File: src/shared/rcadc_pkg.sv
// Package with register map, field layout and types of the RC converter.
//////////////////////////////////////////////////////////////////////////////
// Functional notes
// - Two 24-bit counters plus mode and control.
// - Base counter bytes low, mid, high.
// - Oscillator counter bytes low, mid, high.
// - Running reads return last written preset.
// - Stopped reads return accumulated count.
// - Mode bits 3-0 select oscillation source.
// - External modes count the channel input pin.
// - Only one channel source active at once.
// - Bit 4 picks which overflow raises interrupt.
// - Bits 7-5 select base clock source.
// - Base select 110/111 gives no clock.
// - Control bit 0 runs, reset value zero.
// - Any overflow clears run bit.
// - Running counters advance on their clocks.
// - Stopped run halts oscillator and counters.
// - Counting past all-ones sets overflow flag.
// - Preset base counter sets gate time.
package rcadc_pkg;
    localparam int CNT_W = 24;
    localparam logic [15:0] OFF_BASE_LOW = 16'hf300;
    localparam logic [15:0] OFF_BASE_MID = 16'hf301;
    localparam logic [15:0] OFF_BASE_HIGH = 16'hf302;
    localparam logic [15:0] OFF_OSC_LOW = 16'hf304;
    localparam logic [15:0] OFF_OSC_MID = 16'hf305;
    localparam logic [15:0] OFF_OSC_HIGH = 16'hf306;
    localparam logic [15:0] OFF_MODE = 16'hf308;
    localparam logic [15:0] OFF_CONTROL = 16'hf309;
    localparam logic [7:0] RESET_BYTE = 8'h00;
    localparam logic [23:0] RESET_COUNT = 24'h00_0000;
    localparam int MODE_OSC_LSB = 0;
    localparam int MODE_IRQ_BIT = 4;
    localparam int MODE_BCLK_LSB = 5;
    localparam int CTRL_RUN_BIT = 0;

    typedef enum logic [3:0] {
        RCADC_OM_EXT0 = 4'h0,
        RCADC_OM_RS0_CS0 = 4'h1,
        RCADC_OM_RT0_CS0 = 4'h2,
        RCADC_OM_RT01_CS0 = 4'h3,
        RCADC_OM_RS0_CT0 = 4'h4,
        RCADC_OM_RS1_CS1 = 4'h5,
        RCADC_OM_RT1_CS1 = 4'h6,
        RCADC_OM_EXT1 = 4'h7
    } rcadc_osc_mode_t;

    typedef enum logic [2:0] {
        RCADC_BC_LOW = 3'h0,
        RCADC_BC_LOW_X2 = 3'h1,
        RCADC_BC_HIGH = 3'h2,
        RCADC_BC_HIGH_D2 = 3'h3,
        RCADC_BC_HIGH_D4 = 3'h4,
        RCADC_BC_HIGH_D8 = 3'h5
    } rcadc_base_sel_t;

    // Raw clock-like inputs from the clock generator and pins.
    typedef struct packed {
        logic low_speed_clock;
        logic low_speed_x2_clock;
        logic high_speed_clock;
        logic ext_clock_input_ch0;
        logic ext_clock_input_ch1;
        logic osc_ch0;
        logic osc_ch1;
    } rcadc_clk_in_t;

    // Oscillator enables toward the analog circuits.
    typedef struct packed {
        logic [6:0] pin_drive_sel;
        logic osc_ch0_enable;
        logic osc_ch1_enable;
    } rcadc_osc_ctl_t;
endpackage : rcadc_pkg

File: src/core/rcadc_core.sv
// Counter, register and APB slave logic of the RC oscillation converter.
`timescale 1ns/10ps
module rcadc_core (
    input wire logic sys_clk, // System clock, 100 MHz.
    input wire logic rst_n, // Asynchronous reset, active low.
    input wire logic psel, // APB select.
    input wire logic penable, // APB enable.
    input wire logic pwrite, // APB direction.
    input wire logic [15:0] paddr, // APB byte address.
    input wire logic [31:0] pwdata, // APB write data.
    output logic [31:0] prdata, // APB read data.
    output logic pready, // APB ready.
    output logic pslverr, // APB error.
    input wire rcadc_pkg::rcadc_clk_in_t clk_in, // Asynchronous clocks.
    output rcadc_pkg::rcadc_osc_ctl_t osc_ctl, // Oscillator control.
    output logic oscillation_monitor_out, // Selected oscillation.
    output logic converter_irq // Overflow request pulse.
);
    import rcadc_pkg::*;

    //////////////////////////////////////////////////////////////////////////
    // Synchronisers: two flops per raw clock, then an edge history flop.
    // Every source here is asynchronous to sys_clk; only the second stage
    // and later are read, and a source must stay below a quarter of the
    // system clock or edges are lost between samples.
    logic [6:0] sync1;
    logic [6:0] sync2;
    logic [6:0] sync3;
    always_ff @(posedge sys_clk or negedge rst_n) begin
        if (!rst_n) begin
            sync1 <= 7'h00;
            sync2 <= 7'h00;
            sync3 <= 7'h00;
        end else begin
            sync1 <= clk_in;
            sync2 <= sync1;
            sync3 <= sync2;
        end
    end

    // Rising edges seen only on the second stage and later.
    logic [6:0] rise;
    assign rise = sync2 & ~sync3;

    //////////////////////////////////////////////////////////////////////////
    // Registers.
    logic [7:0] converter_mode;
    logic conversion_run;
    logic [23:0] base_preset;
    logic [23:0] osc_preset;
    // Two independent 24-bit counters; presets are kept apart for readback.
    logic [23:0] base_count;
    logic [23:0] osc_count;
    logic base_counter_overflow;
    logic osc_counter_overflow;
    logic [2:0] hs_div;

    logic [3:0] oscillation_mode_sel;
    logic irq_source_select;
    logic [2:0] base_clock_sel;
    assign oscillation_mode_sel = converter_mode[MODE_OSC_LSB +: 4];
    assign irq_source_select = converter_mode[MODE_IRQ_BIT];
    assign base_clock_sel = converter_mode[MODE_BCLK_LSB +: 3];

    // Byte index decode shared by write and read paths.
    // Index bit 2 splits the two counters and bits 1..0 pick the byte;
    // an unmapped address gives the all-ones index.
    function automatic logic [3:0] reg_index(input logic [15:0] a);
        if (a == OFF_BASE_LOW) begin
            reg_index = 4'h0;
        end else if (a == OFF_BASE_MID) begin
            reg_index = 4'h1;
        end else if (a == OFF_BASE_HIGH) begin
            reg_index = 4'h2;
        end else if (a == OFF_OSC_LOW) begin
            reg_index = 4'h4;
        end else if (a == OFF_OSC_MID) begin
            reg_index = 4'h5;
        end else if (a == OFF_OSC_HIGH) begin
            reg_index = 4'h6;
        end else if (a == OFF_MODE) begin
            reg_index = 4'h8;
        end else if (a == OFF_CONTROL) begin
            reg_index = 4'h9;
        end else begin
            reg_index = 4'hf;
        end
    endfunction : reg_index

    logic access;
    logic wr;
    logic [3:0] idx;
    logic [7:0] wbyte;
    assign access = psel & penable;
    assign wr = access & pwrite;
    assign idx = reg_index(paddr);
    assign wbyte = pwdata[7:0];

    // Write strobes per register group, decoded once and shared by the
    // processes below so that every process sees the same decode.
    logic wr_base;
    logic wr_osc;
    logic wr_mode;
    logic wr_ctrl;
    logic run_start;
    assign wr_base = wr & (idx[3:2] == 2'b00) & (idx[1:0] != 2'h3);
    assign wr_osc = wr & (idx[3:2] == 2'b01) & (idx[1:0] != 2'h3);
    assign wr_mode = wr & (idx == 4'h8);
    assign wr_ctrl = wr & (idx == 4'h9);
    // A run write with bit 0 set also rearms both overflow flags.
    assign run_start = wr_ctrl & wbyte[CTRL_RUN_BIT];

    //////////////////////////////////////////////////////////////////////////
    // Base clock selection; the high clock divider runs always.
    always_ff @(posedge sys_clk or negedge rst_n) begin
        if (!rst_n) begin
            hs_div <= 3'h0;
        end else if (rise[4]) begin
            hs_div <= hs_div + 3'h1;
        end
    end

    // Divided high clock ticks: one high clock edge out of 2, 4 or 8.
    // Sharing one free divider means the first divided tick after a
    // mode change may come early; a gate of many ticks hides this.
    logic hs_d2_tick;
    logic hs_d4_tick;
    logic hs_d8_tick;
    assign hs_d2_tick = rise[4] & hs_div[0];
    assign hs_d4_tick = rise[4] & (hs_div[1:0] == 2'h3);
    assign hs_d8_tick = rise[4] & (hs_div == 3'h7);

    // Base tick multiplexer; the two prohibited codes select nothing.
    logic base_tick;
    always_comb begin
        case (base_clock_sel)
            RCADC_BC_LOW: base_tick = rise[6];
            RCADC_BC_LOW_X2: base_tick = rise[5];
            RCADC_BC_HIGH: base_tick = rise[4];
            RCADC_BC_HIGH_D2: base_tick = hs_d2_tick;
            RCADC_BC_HIGH_D4: base_tick = hs_d4_tick;
            RCADC_BC_HIGH_D8: base_tick = hs_d8_tick;
            default: base_tick = 1'b0;
        endcase
    end

    // Oscillator clock: one source per mode, prohibited modes give none.
    logic osc_tick;
    logic osc_level;
    always_comb begin
        osc_tick = 1'b0;
        osc_level = 1'b0;
        if (oscillation_mode_sel == RCADC_OM_EXT0) begin
            osc_tick = rise[3];
            osc_level = sync2[3];
        end else if (oscillation_mode_sel == RCADC_OM_EXT1) begin
            osc_tick = rise[2];
            osc_level = sync2[2];
        end else if (!oscillation_mode_sel[3] && !oscillation_mode_sel[2]
                     || oscillation_mode_sel == RCADC_OM_RS0_CT0) begin
            osc_tick = rise[1];
            osc_level = sync2[1];
        end else if (!oscillation_mode_sel[3]) begin
            osc_tick = rise[0];
            osc_level = sync2[0];
        end
    end

    // Source map of the synchronised vector, msb first: low clock, doubled
    // low clock, high clock, channel 0 pin, channel 1 pin, channel 0
    // oscillator, channel 1 oscillator.  Only one of the last four is
    // looked at in any mode, so an idle source cannot disturb a count.

    //////////////////////////////////////////////////////////////////////////
    // Counters.  Presets load while stopped; counting only while running.
    // A byte write loads preset and live count alike, so a write during a
    // conversion restarts the gate from the new value; software normally
    // writes only while stopped.
    logic base_wrap;
    logic osc_wrap;
    assign base_wrap = conversion_run & base_tick & (&base_count);
    assign osc_wrap = conversion_run & osc_tick & (&osc_count);

    always_ff @(posedge sys_clk or negedge rst_n) begin
        if (!rst_n) begin
            base_count <= RESET_COUNT;
            base_preset <= RESET_COUNT;
        end else if (wr_base) begin
            base_preset[idx[1:0]*8 +: 8] <= wbyte;
            base_count[idx[1:0]*8 +: 8] <= wbyte;
        end else if (conversion_run && base_tick) begin
            base_count <= base_count + 24'h00_0001;
        end
    end

    always_ff @(posedge sys_clk or negedge rst_n) begin
        if (!rst_n) begin
            osc_count <= RESET_COUNT;
            osc_preset <= RESET_COUNT;
        end else if (wr_osc) begin
            osc_preset[idx[1:0]*8 +: 8] <= wbyte;
            osc_count[idx[1:0]*8 +: 8] <= wbyte;
        end else if (conversion_run && osc_tick) begin
            osc_count <= osc_count + 24'h00_0001;
        end
    end

    // Overflow flags: set on wrap, cleared when a new run starts.  A wrap
    // in the same cycle as a run write wins, so no overflow is lost.
    always_ff @(posedge sys_clk or negedge rst_n) begin
        if (!rst_n) begin
            base_counter_overflow <= 1'b0;
        end else if (base_wrap) begin
            base_counter_overflow <= 1'b1;
        end else if (run_start) begin
            base_counter_overflow <= 1'b0;
        end
    end

    // Same rule for the oscillator counter's flag.
    always_ff @(posedge sys_clk or negedge rst_n) begin
        if (!rst_n) begin
            osc_counter_overflow <= 1'b0;
        end else if (osc_wrap) begin
            osc_counter_overflow <= 1'b1;
        end else if (run_start) begin
            osc_counter_overflow <= 1'b0;
        end
    end

    // Mode register: plain storage, decoded by the multiplexers above.
    always_ff @(posedge sys_clk or negedge rst_n) begin
        if (!rst_n) begin
            converter_mode <= RESET_BYTE;
        end else if (wr_mode) begin
            converter_mode <= wbyte;
        end
    end

    // Run bit; an overflow beats a simultaneous software write, so a
    // conversion that ends on the write cycle still stops.
    always_ff @(posedge sys_clk or negedge rst_n) begin
        if (!rst_n) begin
            conversion_run <= 1'b0;
        end else if (base_wrap || osc_wrap) begin
            conversion_run <= 1'b0;
        end else if (wr_ctrl) begin
            conversion_run <= wbyte[CTRL_RUN_BIT];
        end
    end

    //////////////////////////////////////////////////////////////////////////
    // APB slave: zero wait states, error on unmapped addresses.
    function automatic logic [7:0] read_byte(input logic [3:0] i);
        logic [23:0] b;
        logic [23:0] o;
        b = conversion_run ? base_preset : base_count;
        o = conversion_run ? osc_preset : osc_count;
        case (i)
            4'h0: read_byte = b[7:0];
            4'h1: read_byte = b[15:8];
            4'h2: read_byte = b[23:16];
            4'h4: read_byte = o[7:0];
            4'h5: read_byte = o[15:8];
            4'h6: read_byte = o[23:16];
            4'h8: read_byte = converter_mode;
            4'h9: read_byte = {7'h00, conversion_run};
            default: read_byte = 8'h00;
        endcase
    endfunction : read_byte

    // Ready: one cycle after every setup cycle, so zero wait states.  The
    // master must hold its request through that access cycle.
    always_ff @(posedge sys_clk or negedge rst_n) begin
        if (!rst_n) begin
            pready <= 1'b0;
        end else begin
            pready <= psel & ~penable;
        end
    end

    // Error response for addresses outside the eight byte registers.
    always_ff @(posedge sys_clk or negedge rst_n) begin
        if (!rst_n) begin
            pslverr <= 1'b0;
        end else begin
            pslverr <= psel & ~penable & (idx == 4'hf);
        end
    end

    // Read data is captured in the setup cycle.  A count that moves in
    // the access cycle is therefore read one clock old, which is harmless
    // because counts are read only once a conversion has stopped.
    always_ff @(posedge sys_clk or negedge rst_n) begin
        if (!rst_n) begin
            prdata <= 32'h0000_0000;
        end else begin
            prdata <= {24'h00_0000, read_byte(idx)};
        end
    end

    //////////////////////////////////////////////////////////////////////////
    // Oscillator enables: channel 0 owns modes 1-4, channel 1 modes 5-6.
    // The external pin modes and the prohibited codes leave both off, and
    // a cleared run bit stops whichever oscillator was running.
    logic ch0_mode;
    logic ch1_mode;
    assign ch0_mode = oscillation_mode_sel inside {[4'h1:4'h4]};
    assign ch1_mode = oscillation_mode_sel inside {[4'h5:4'h6]};
    always_ff @(posedge sys_clk or negedge rst_n) begin
        if (!rst_n) begin
            osc_ctl <= '0;
        end else begin
            osc_ctl.osc_ch0_enable <= conversion_run & ch0_mode;
            osc_ctl.osc_ch1_enable <= conversion_run & ch1_mode;
            osc_ctl.pin_drive_sel <= conversion_run
                ? {3'h0, oscillation_mode_sel} : 7'h00;
        end
    end

    // Monitor pin: the synchronised level of the counted source, held low
    // while stopped.  It lags the source by three clocks, fine for a probe.
    always_ff @(posedge sys_clk or negedge rst_n) begin
        if (!rst_n) begin
            oscillation_monitor_out <= 1'b0;
        end else begin
            oscillation_monitor_out <= conversion_run & osc_level;
        end
    end

    // Interrupt pulse from the selected counter, only on the wrap that
    // first sets its flag, so there is at most one request per conversion.
    always_ff @(posedge sys_clk or negedge rst_n) begin
        if (!rst_n) begin
            converter_irq <= 1'b0;
        end else if (irq_source_select) begin
            converter_irq <= osc_wrap & ~osc_counter_overflow;
        end else begin
            converter_irq <= base_wrap & ~base_counter_overflow;
        end
    end
endmodule : rcadc_core

File: config.mk
export PLATFORM = sky130hd
export DESIGN_NAME = rcadc_core
export DESIGN_NICKNAME = d
export VERILOG_FILES = /design/src/shared/rcadc_pkg.sv /design/src/core/rcadc_core.sv
export SDC_FILE = /design/constraint.sdc
export NUM_CORES = 1
export LEC_CHECK = 0
export CAP_MARGIN = 10
export CORE_MARGIN = 2
export CORE_UTILIZATION = 23
export DETAILED_ROUTE_END_ITERATION = 8
export DONT_BUFFER_PORTS = 1
export SLEW_MARGIN = 20
export SYNTH_ARGS = -nofsm -noshare
export SYNTH_HDL_FRONTEND = slang
export SYNTH_SLANG_ARGS = --single-unit
File: constraint.sdc
create_clock -name sys_clk -period 2.9 [get_ports sys_clk]
set_clock_uncertainty 0.05 [all_clocks]
set_input_delay 0.435 -clock sys_clk [delete_from_list [all_inputs] [get_ports sys_clk]]
set_output_delay 0.435 -clock sys_clk [all_outputs]
set_load 0.005 [all_outputs]
==> results.toml, run 1 <==
[run_status]
run_status = "finished, violations left"
violations = "negative hold slack"

[critical_path]
path_cells = "nor4_4 -> buf_4 -> nand3_2 -> nor2_1 -> inv_1 -> ha_1 -> and4b_1 -> and4_4 -> and2_1 -> buf_4 -> nor2_2 -> buf_4 -> o31ai_1 -> nor2_1"
path_buf_inv = 4
critical_path.top_delay_family = "simple AND/OR/NAND/NOR gates"
required_ns = 3.16
worstSetupStartpointType = "input port"
worst_path_most_repeated_cell = "buf_4"
worst-setup-path-type = "input port to flip-flop"
cp.arrival_ns = 2.93
slowest_stage = "and4b_1"
regToRegSetupSlack_ns = 0.43
critPathMaxFanout = 9
cp-end-kind = "flip-flop"
max_stage_delay_ns = 0.33

[floorplan]
die_h_um = 188.8
die_w_um = 188.8
initial_core_util_pct = 23.36
core_area_um2 = 33620
ios = 105
dieArea_um2 = 35630
rows = 67

[min_path]
hp-class = "input port to async pin"

[global_route]
antenna_found_initial = 0
track_usage_pct = 12.83
first_global_vias = 6227
overflow = 0
grt_pass1_wl_um = 35560
grt_max_degree = 150

[sta]
finalMaxSlewViolations = 0
setup_viol = 0
finalCritPeriodShare_pct = 91.85
finalSetupTns_ns = 0
rsz0062_at_grt = "false"
whs_ns = -0.3512
hold_violations = 149
relSlewSlack_pct = 43.66
tightest_slew_ns = 0.8452
period_needed_ns = 2.664
fmax_mhz = 375.4

[clock_network]
cts_tree = "yes"
numCtsBuffers = 17
clockBufferDepth = 2
post_cts_resized = 0
clkLatencyLatePin_ns = 0.43
cts.clk_slew.worst_paths_ns = 0.06
numClockSinks = 149
ctsHoldBuffers = 7
root_buffer = "clkbuf_16"
htree_levels = 4

[final_layout]
areaGrowthSynthToFinish_pct = 19.98
layout_common_cells = "dfrtp_1 (148), nand2_1 (134), buf_4 (71)"
fin_cells = 1325
drive_gt1_share_pct = 18.02
final_common_cell = "dfrtp_1"
final_nets = 932
diodes = 0

[synth]
yosysSeqAreaShare_pct = 47.49
ys_types = 79
ys_warn_count = 0
syn_area_um2 = 7851
avgSynthCellArea_um2 = 9.790
synth_async_sr_flop_share_pct = 100.0
synth_cells = 802
yosys_register_bits = 149
synth_edf_count = 0
synth_flop_cell = "dfrtp_1"

[pwr]
power_density_nw_per_um2 = 494.0
p_leak_uw = 0.004068
peakVddDrop_v = 0.0002851

[routing]
detail_route.first_pass.iterations = 9
postRouteAntennaNets = 0
vias_per_cell = 4.802
num_vias = 6362
route.detailed.drc = 0
finalWirelength_um = 22450
drt_iter0_drc = 530
wl_per_cell_um = 16.94

[placed_design]
place_hpwl_um = 16520
place_congestion = 0.8829
io_buffers = 0
dp_cells = 1286

[run]
drv_cap = 0
## cell usage after synthesis (3+ instances only)
cell	number	area (µm²)
a211oi_1	11	82.58
a21o_1	6	45.04
a21oi_1	15	75.07
a221o_1	3	30.03
a221oi_1	5	43.79
a222oi_1	7	70.07
a22o_1	6	52.55
a311oi_1	3	26.28
a31oi_1	3	18.77
and2_1	14	87.58
and3_1	21	131.4
and4_1	6	52.55
and4b_1	4	40.04
buf_1	3	11.26
buf_2	10	50.05
buf_4	31	232.7
clkbuf_1	17	63.81
dfrtp_1	149	3729
ha_1	8	100.1
inv_1	9	33.78
mux2_2	23	259.0
mux2i_1	35	350.3
nand2_1	134	503.0
nand2b_1	12	75.07
nand3_1	43	215.2
nand3b_1	3	22.52
nand4_1	19	118.9
nor2_1	41	153.9
nor2_2	3	18.77
nor2b_1	7	43.79
nor3_1	12	60.06
o211ai_1	14	105.1
o21ai_0	28	140.1
o21ai_1	18	90.09
o221ai_1	5	43.79
o22ai_1	14	87.58
or3_1	5	31.28
xor2_1	3	26.28
## where the power goes
| part | switching, µW | internal [µW] | total, µW |
|---|---|---|---|
| sequential | 20.9 | 2120 | 2140 |
| combinational | 46.1 | 54.2 | 100 |
| clock | 952 | 1460 | 2420 |
## cell type report
cell class / instances / area, µm²
flip-flops and latches: 149 / 3730
clock inverters: 15 / 216.5
clock buffers: 17 / 425.4
well taps: 448 / 560.5
repair buffers: 80 / 643.1
multi-input cells: 607 / 3811
fillers: 3482 / 24200
inverters: 9 / 33.78
## per-layer routing
metal	global-route usage (%)	vias to the layer above	share of wire, %
met3	2.198	26	3.9
met1	16.30	3144	44
li1	-	3007	-
met2	21.73	185	49
met4	4.868	0	2.5
met5	0	-	0
## final timing paths
path	start	to	depth (start not counted)
max reg2reg	converter_mode[5]	base_count[20]	8
min	rst_n	sync2[4]	0
min in group sys_clk	penable	pready	1
min reg2reg	sync1[6]	sync2[6]	0
max in group asynchronous	rst_n	osc_preset[12]	0
max	paddr[5]	osc_count[16]	14
## stage by stage
step                      total power, µW  setup slack, ns  area, µm²  util, %
after floorplan                      2274         0.003806       7955        -
after global placement               2264          -0.1941       8708    25.91
after detailed placement             2269          -0.1967       8708    25.91
after CTS                            4693           0.2557       9420    28.02
after global routing                 4800          0.06081       9420    28.02
final                                4653           0.2362       9420    28.02
## flip-flops by register name (all words and copies together) (netlist names), 3 cells and up
signal          flops
sync3               7
osc_count          24
hs_div              3
base_count         24
sync2               7
osc_preset         24
prdata              8
base_preset        24
converter_mode      8
sync1               7
osc_ctl             6
## timing repair
| item | 4_1_cts | 5_1_grt |
|---|---|---|
| endpoints found under the hold margin | 156 | 149 |
| setup buffers | 0 | 0 |
| endpoints found under the setup margin | 0 | 0 |
## kinds of logic (layout without fill, tap and decap cells)
logic type	count (synthesis)	after routing	share of synthesized area, %
compound gates	162	162	14.34
fa+ha+maj	8	8	1.275
buf+inv	72	121	5.275
simple gates	348	348	23.36
mux	58	58	7.761
flops	149	149	47.49
xor+xnor	4	4	0.4463
other cells	1	27	0.04776
No activity file was read; power rests on OpenSTA's default activity.
==> run 2: changes to the inputs <==
--- a/config.mk
+++ b/config.mk
@@ -6,10 +6,13 @@
 export NUM_CORES = 1
 export LEC_CHECK = 0
 export CAP_MARGIN = 10
+export CELL_PAD_IN_SITES_DETAIL_PLACEMENT = 0
+export CELL_PAD_IN_SITES_GLOBAL_PLACEMENT = 1
 export CORE_MARGIN = 2
 export CORE_UTILIZATION = 23
 export DETAILED_ROUTE_END_ITERATION = 8
 export DONT_BUFFER_PORTS = 1
+export PLACE_DENSITY_LB_ADDON = 0.1
 export SLEW_MARGIN = 20
 export SYNTH_ARGS = -nofsm -noshare
 export SYNTH_HDL_FRONTEND = slang
==> results.toml, run 2 (synthesis results as in run 1) <==
[run_status]
run_status = "finished, violations left"
violations = "negative hold slack"

[routing]
drt_iter0_drc = 547
route.detailed.drc = 0
postRouteAntennaNets = 0
wl_per_cell_um = 20.17
detail_route.first_pass.iterations = 6
vias_per_cell = 4.768
num_vias = 6385
finalWirelength_um = 27010

[critical_path]
worst-setup-path-type = "input port to flip-flop"
cp-end-kind = "flip-flop"
required_ns = 3.16
worstSetupStartpointType = "input port"
critPathMaxFanout = 5
cp.arrival_ns = 2.99

[pwr]
power_density_nw_per_um2 = 486.5
p_leak_uw = 0.004131
pwr-share-clk_pct = 51.7
internal-power_uw = 3617
p_sw_share_pct = 22.17
pwr-share-comb_pct = 2.3
fin_total_pwr_uw = 4647
seq_power_share_pct = 46.0
power_switching_uw = 1030
peakVddDrop_v = 0.0004002

[clock_network]
cts.clk_slew.worst_paths_ns = 0.07
ctsHoldBuffers = 7
numClockSinks = 149
htree_levels = 4
clkLatencyLatePin_ns = 0.44
cts_tree = "yes"
root_buffer = "clkbuf_16"
clockBufferDepth = 2
post_cts_buffers = 0
numCtsBuffers = 17

[floorplan]
die_w_um = 188.8
dieArea_um2 = 35630
die_h_um = 188.8
initial_core_util_pct = 23.36
rows = 67
core_area_um2 = 33620
ios = 105

[sta]
period_needed_ns = 2.730
whs_ns = -0.3437
relSlewSlack_pct = 62.49
finalCritPeriodShare_pct = 94.13
finalMaxSlewViolations = 0
fmax_mhz = 366.3
hold_violations = 149
tightest_slew_ns = 0.5627
rsz0062_at_grt = "false"
setup_viol = 0

[final_layout]
final_nets = 946
final_util_pct = 28.41
final_common_cell = "dfrtp_1"
drive_gt1_share_pct = 19.30
areaGrowthSynthToFinish_pct = 21.66
diodes = 0
layout_common_cells = "dfrtp_1 (148), nand2_1 (134), buf_4 (82)"

[placed_design]
io_buffers = 0
place_hpwl_um = 20300
place_congestion = 0.8003

[global_route]
first_global_vias = 6617
track_usage_pct = 15.75
grt_pass1_wl_um = 41570
overflow = 0
grt_max_degree = 150
antenna_found_initial = 0

[run]
drv_cap = 0

[min_path]
hp-class = "input port to async pin"
[run 2: cell count changes in the layout (fill, tap and decap cells not counted)]
| cell | delta |
|---|---|
| inv_6 | -4 |
| clkinvlp_4 | +4 |
| buf_4 | +11 |
| buf_12 | +3 |
| clkinv_2 | +1 |
| inv_8 | -1 |
[run 2: cell type report]
| type | instances | area, µm² |
|---|---|---|
| fillers | 3502 | 24060 |
| multi-input cells | 607 | 3811 |
| flip-flops and latches | 149 | 3730 |
| repair buffers | 94 | 785.8 |
| well taps | 448 | 560.5 |
| clock buffers | 17 | 425.4 |
| clock inverters | 15 | 205.2 |
| inverters | 9 | 33.78 |
[run 2: worst paths after layout]
check / from / end / slack [ns] / cells after the start
min in group sys_clk: penable / pready / 0.06 / 1
worst min register to register: sync1[0] / sync2[0] / 0.30 / 0
worst min-delay path: rst_n / sync1[4] / -0.34 / 0
worst max-delay path: paddr[5] / osc_count[5] / 0.17 / 11
worst max register to register: osc_count[0] / converter_irq / 0.34 / 8
max in group asynchronous: rst_n / base_preset[16] / 2.75 / 0
[run 2: through the flow]
stage	cell area, µm²	hold WS, ns	worst slack (ns)	std cells	TNS [ns]
after floorplan	7955	0.08941	0.003806	828	0
after CTS	9552	-0.3786	0.2442	1339	0
after detailed placement	8851	0.09775	-0.2072	1300	-5.353
final	9552	-0.3437	0.1702	1339	0
after global routing	9552	-0.3762	0.1121	1339	0
after global placement	8851	0.09731	-0.1686	1300	-2.737
[run 2: layer usage]
layer | global-route usage, % | part of all wire, % | vias up
met5 | 0 | 0 | -
met4 | 4.898 | 1.9 | 0
met3 | 3.110 | 4.3 | 22
met2 | 25.11 | 46 | 146
met1 | 21.50 | 47 | 3189
li1 | - | - | 3028
[run 2: timing repair]
| action | in CTS | in global routing |
|---|---|---|
| gates resized for setup | 0 | 0 |
| endpoints found under the hold margin | 156 | 149 |
| setup endpoints to repair | 0 | 0 |
[run 2: critical path, cell delays in order]
cell and delay (ns):
nor4_4 0.30, buf_4 0.19, nand4_1 0.15, ha_1 0.26, and4b_1 0.30, and4_4 0.28
and2_1 0.22, nand2_1 0.18, a41oi_1 0.44, buf_4 0.19, nor3_1 0.04
[run 2: power groups by stage]
stage	Combinational, µW	Clock (µW)	Sequential, µW
global placement	95.2	0	2170
global route	125	2580	2140
finish	105	2400	2140
detailed placement	98.9	0	2180
CTS	106	2490	2140
floorplan	103	0	2170
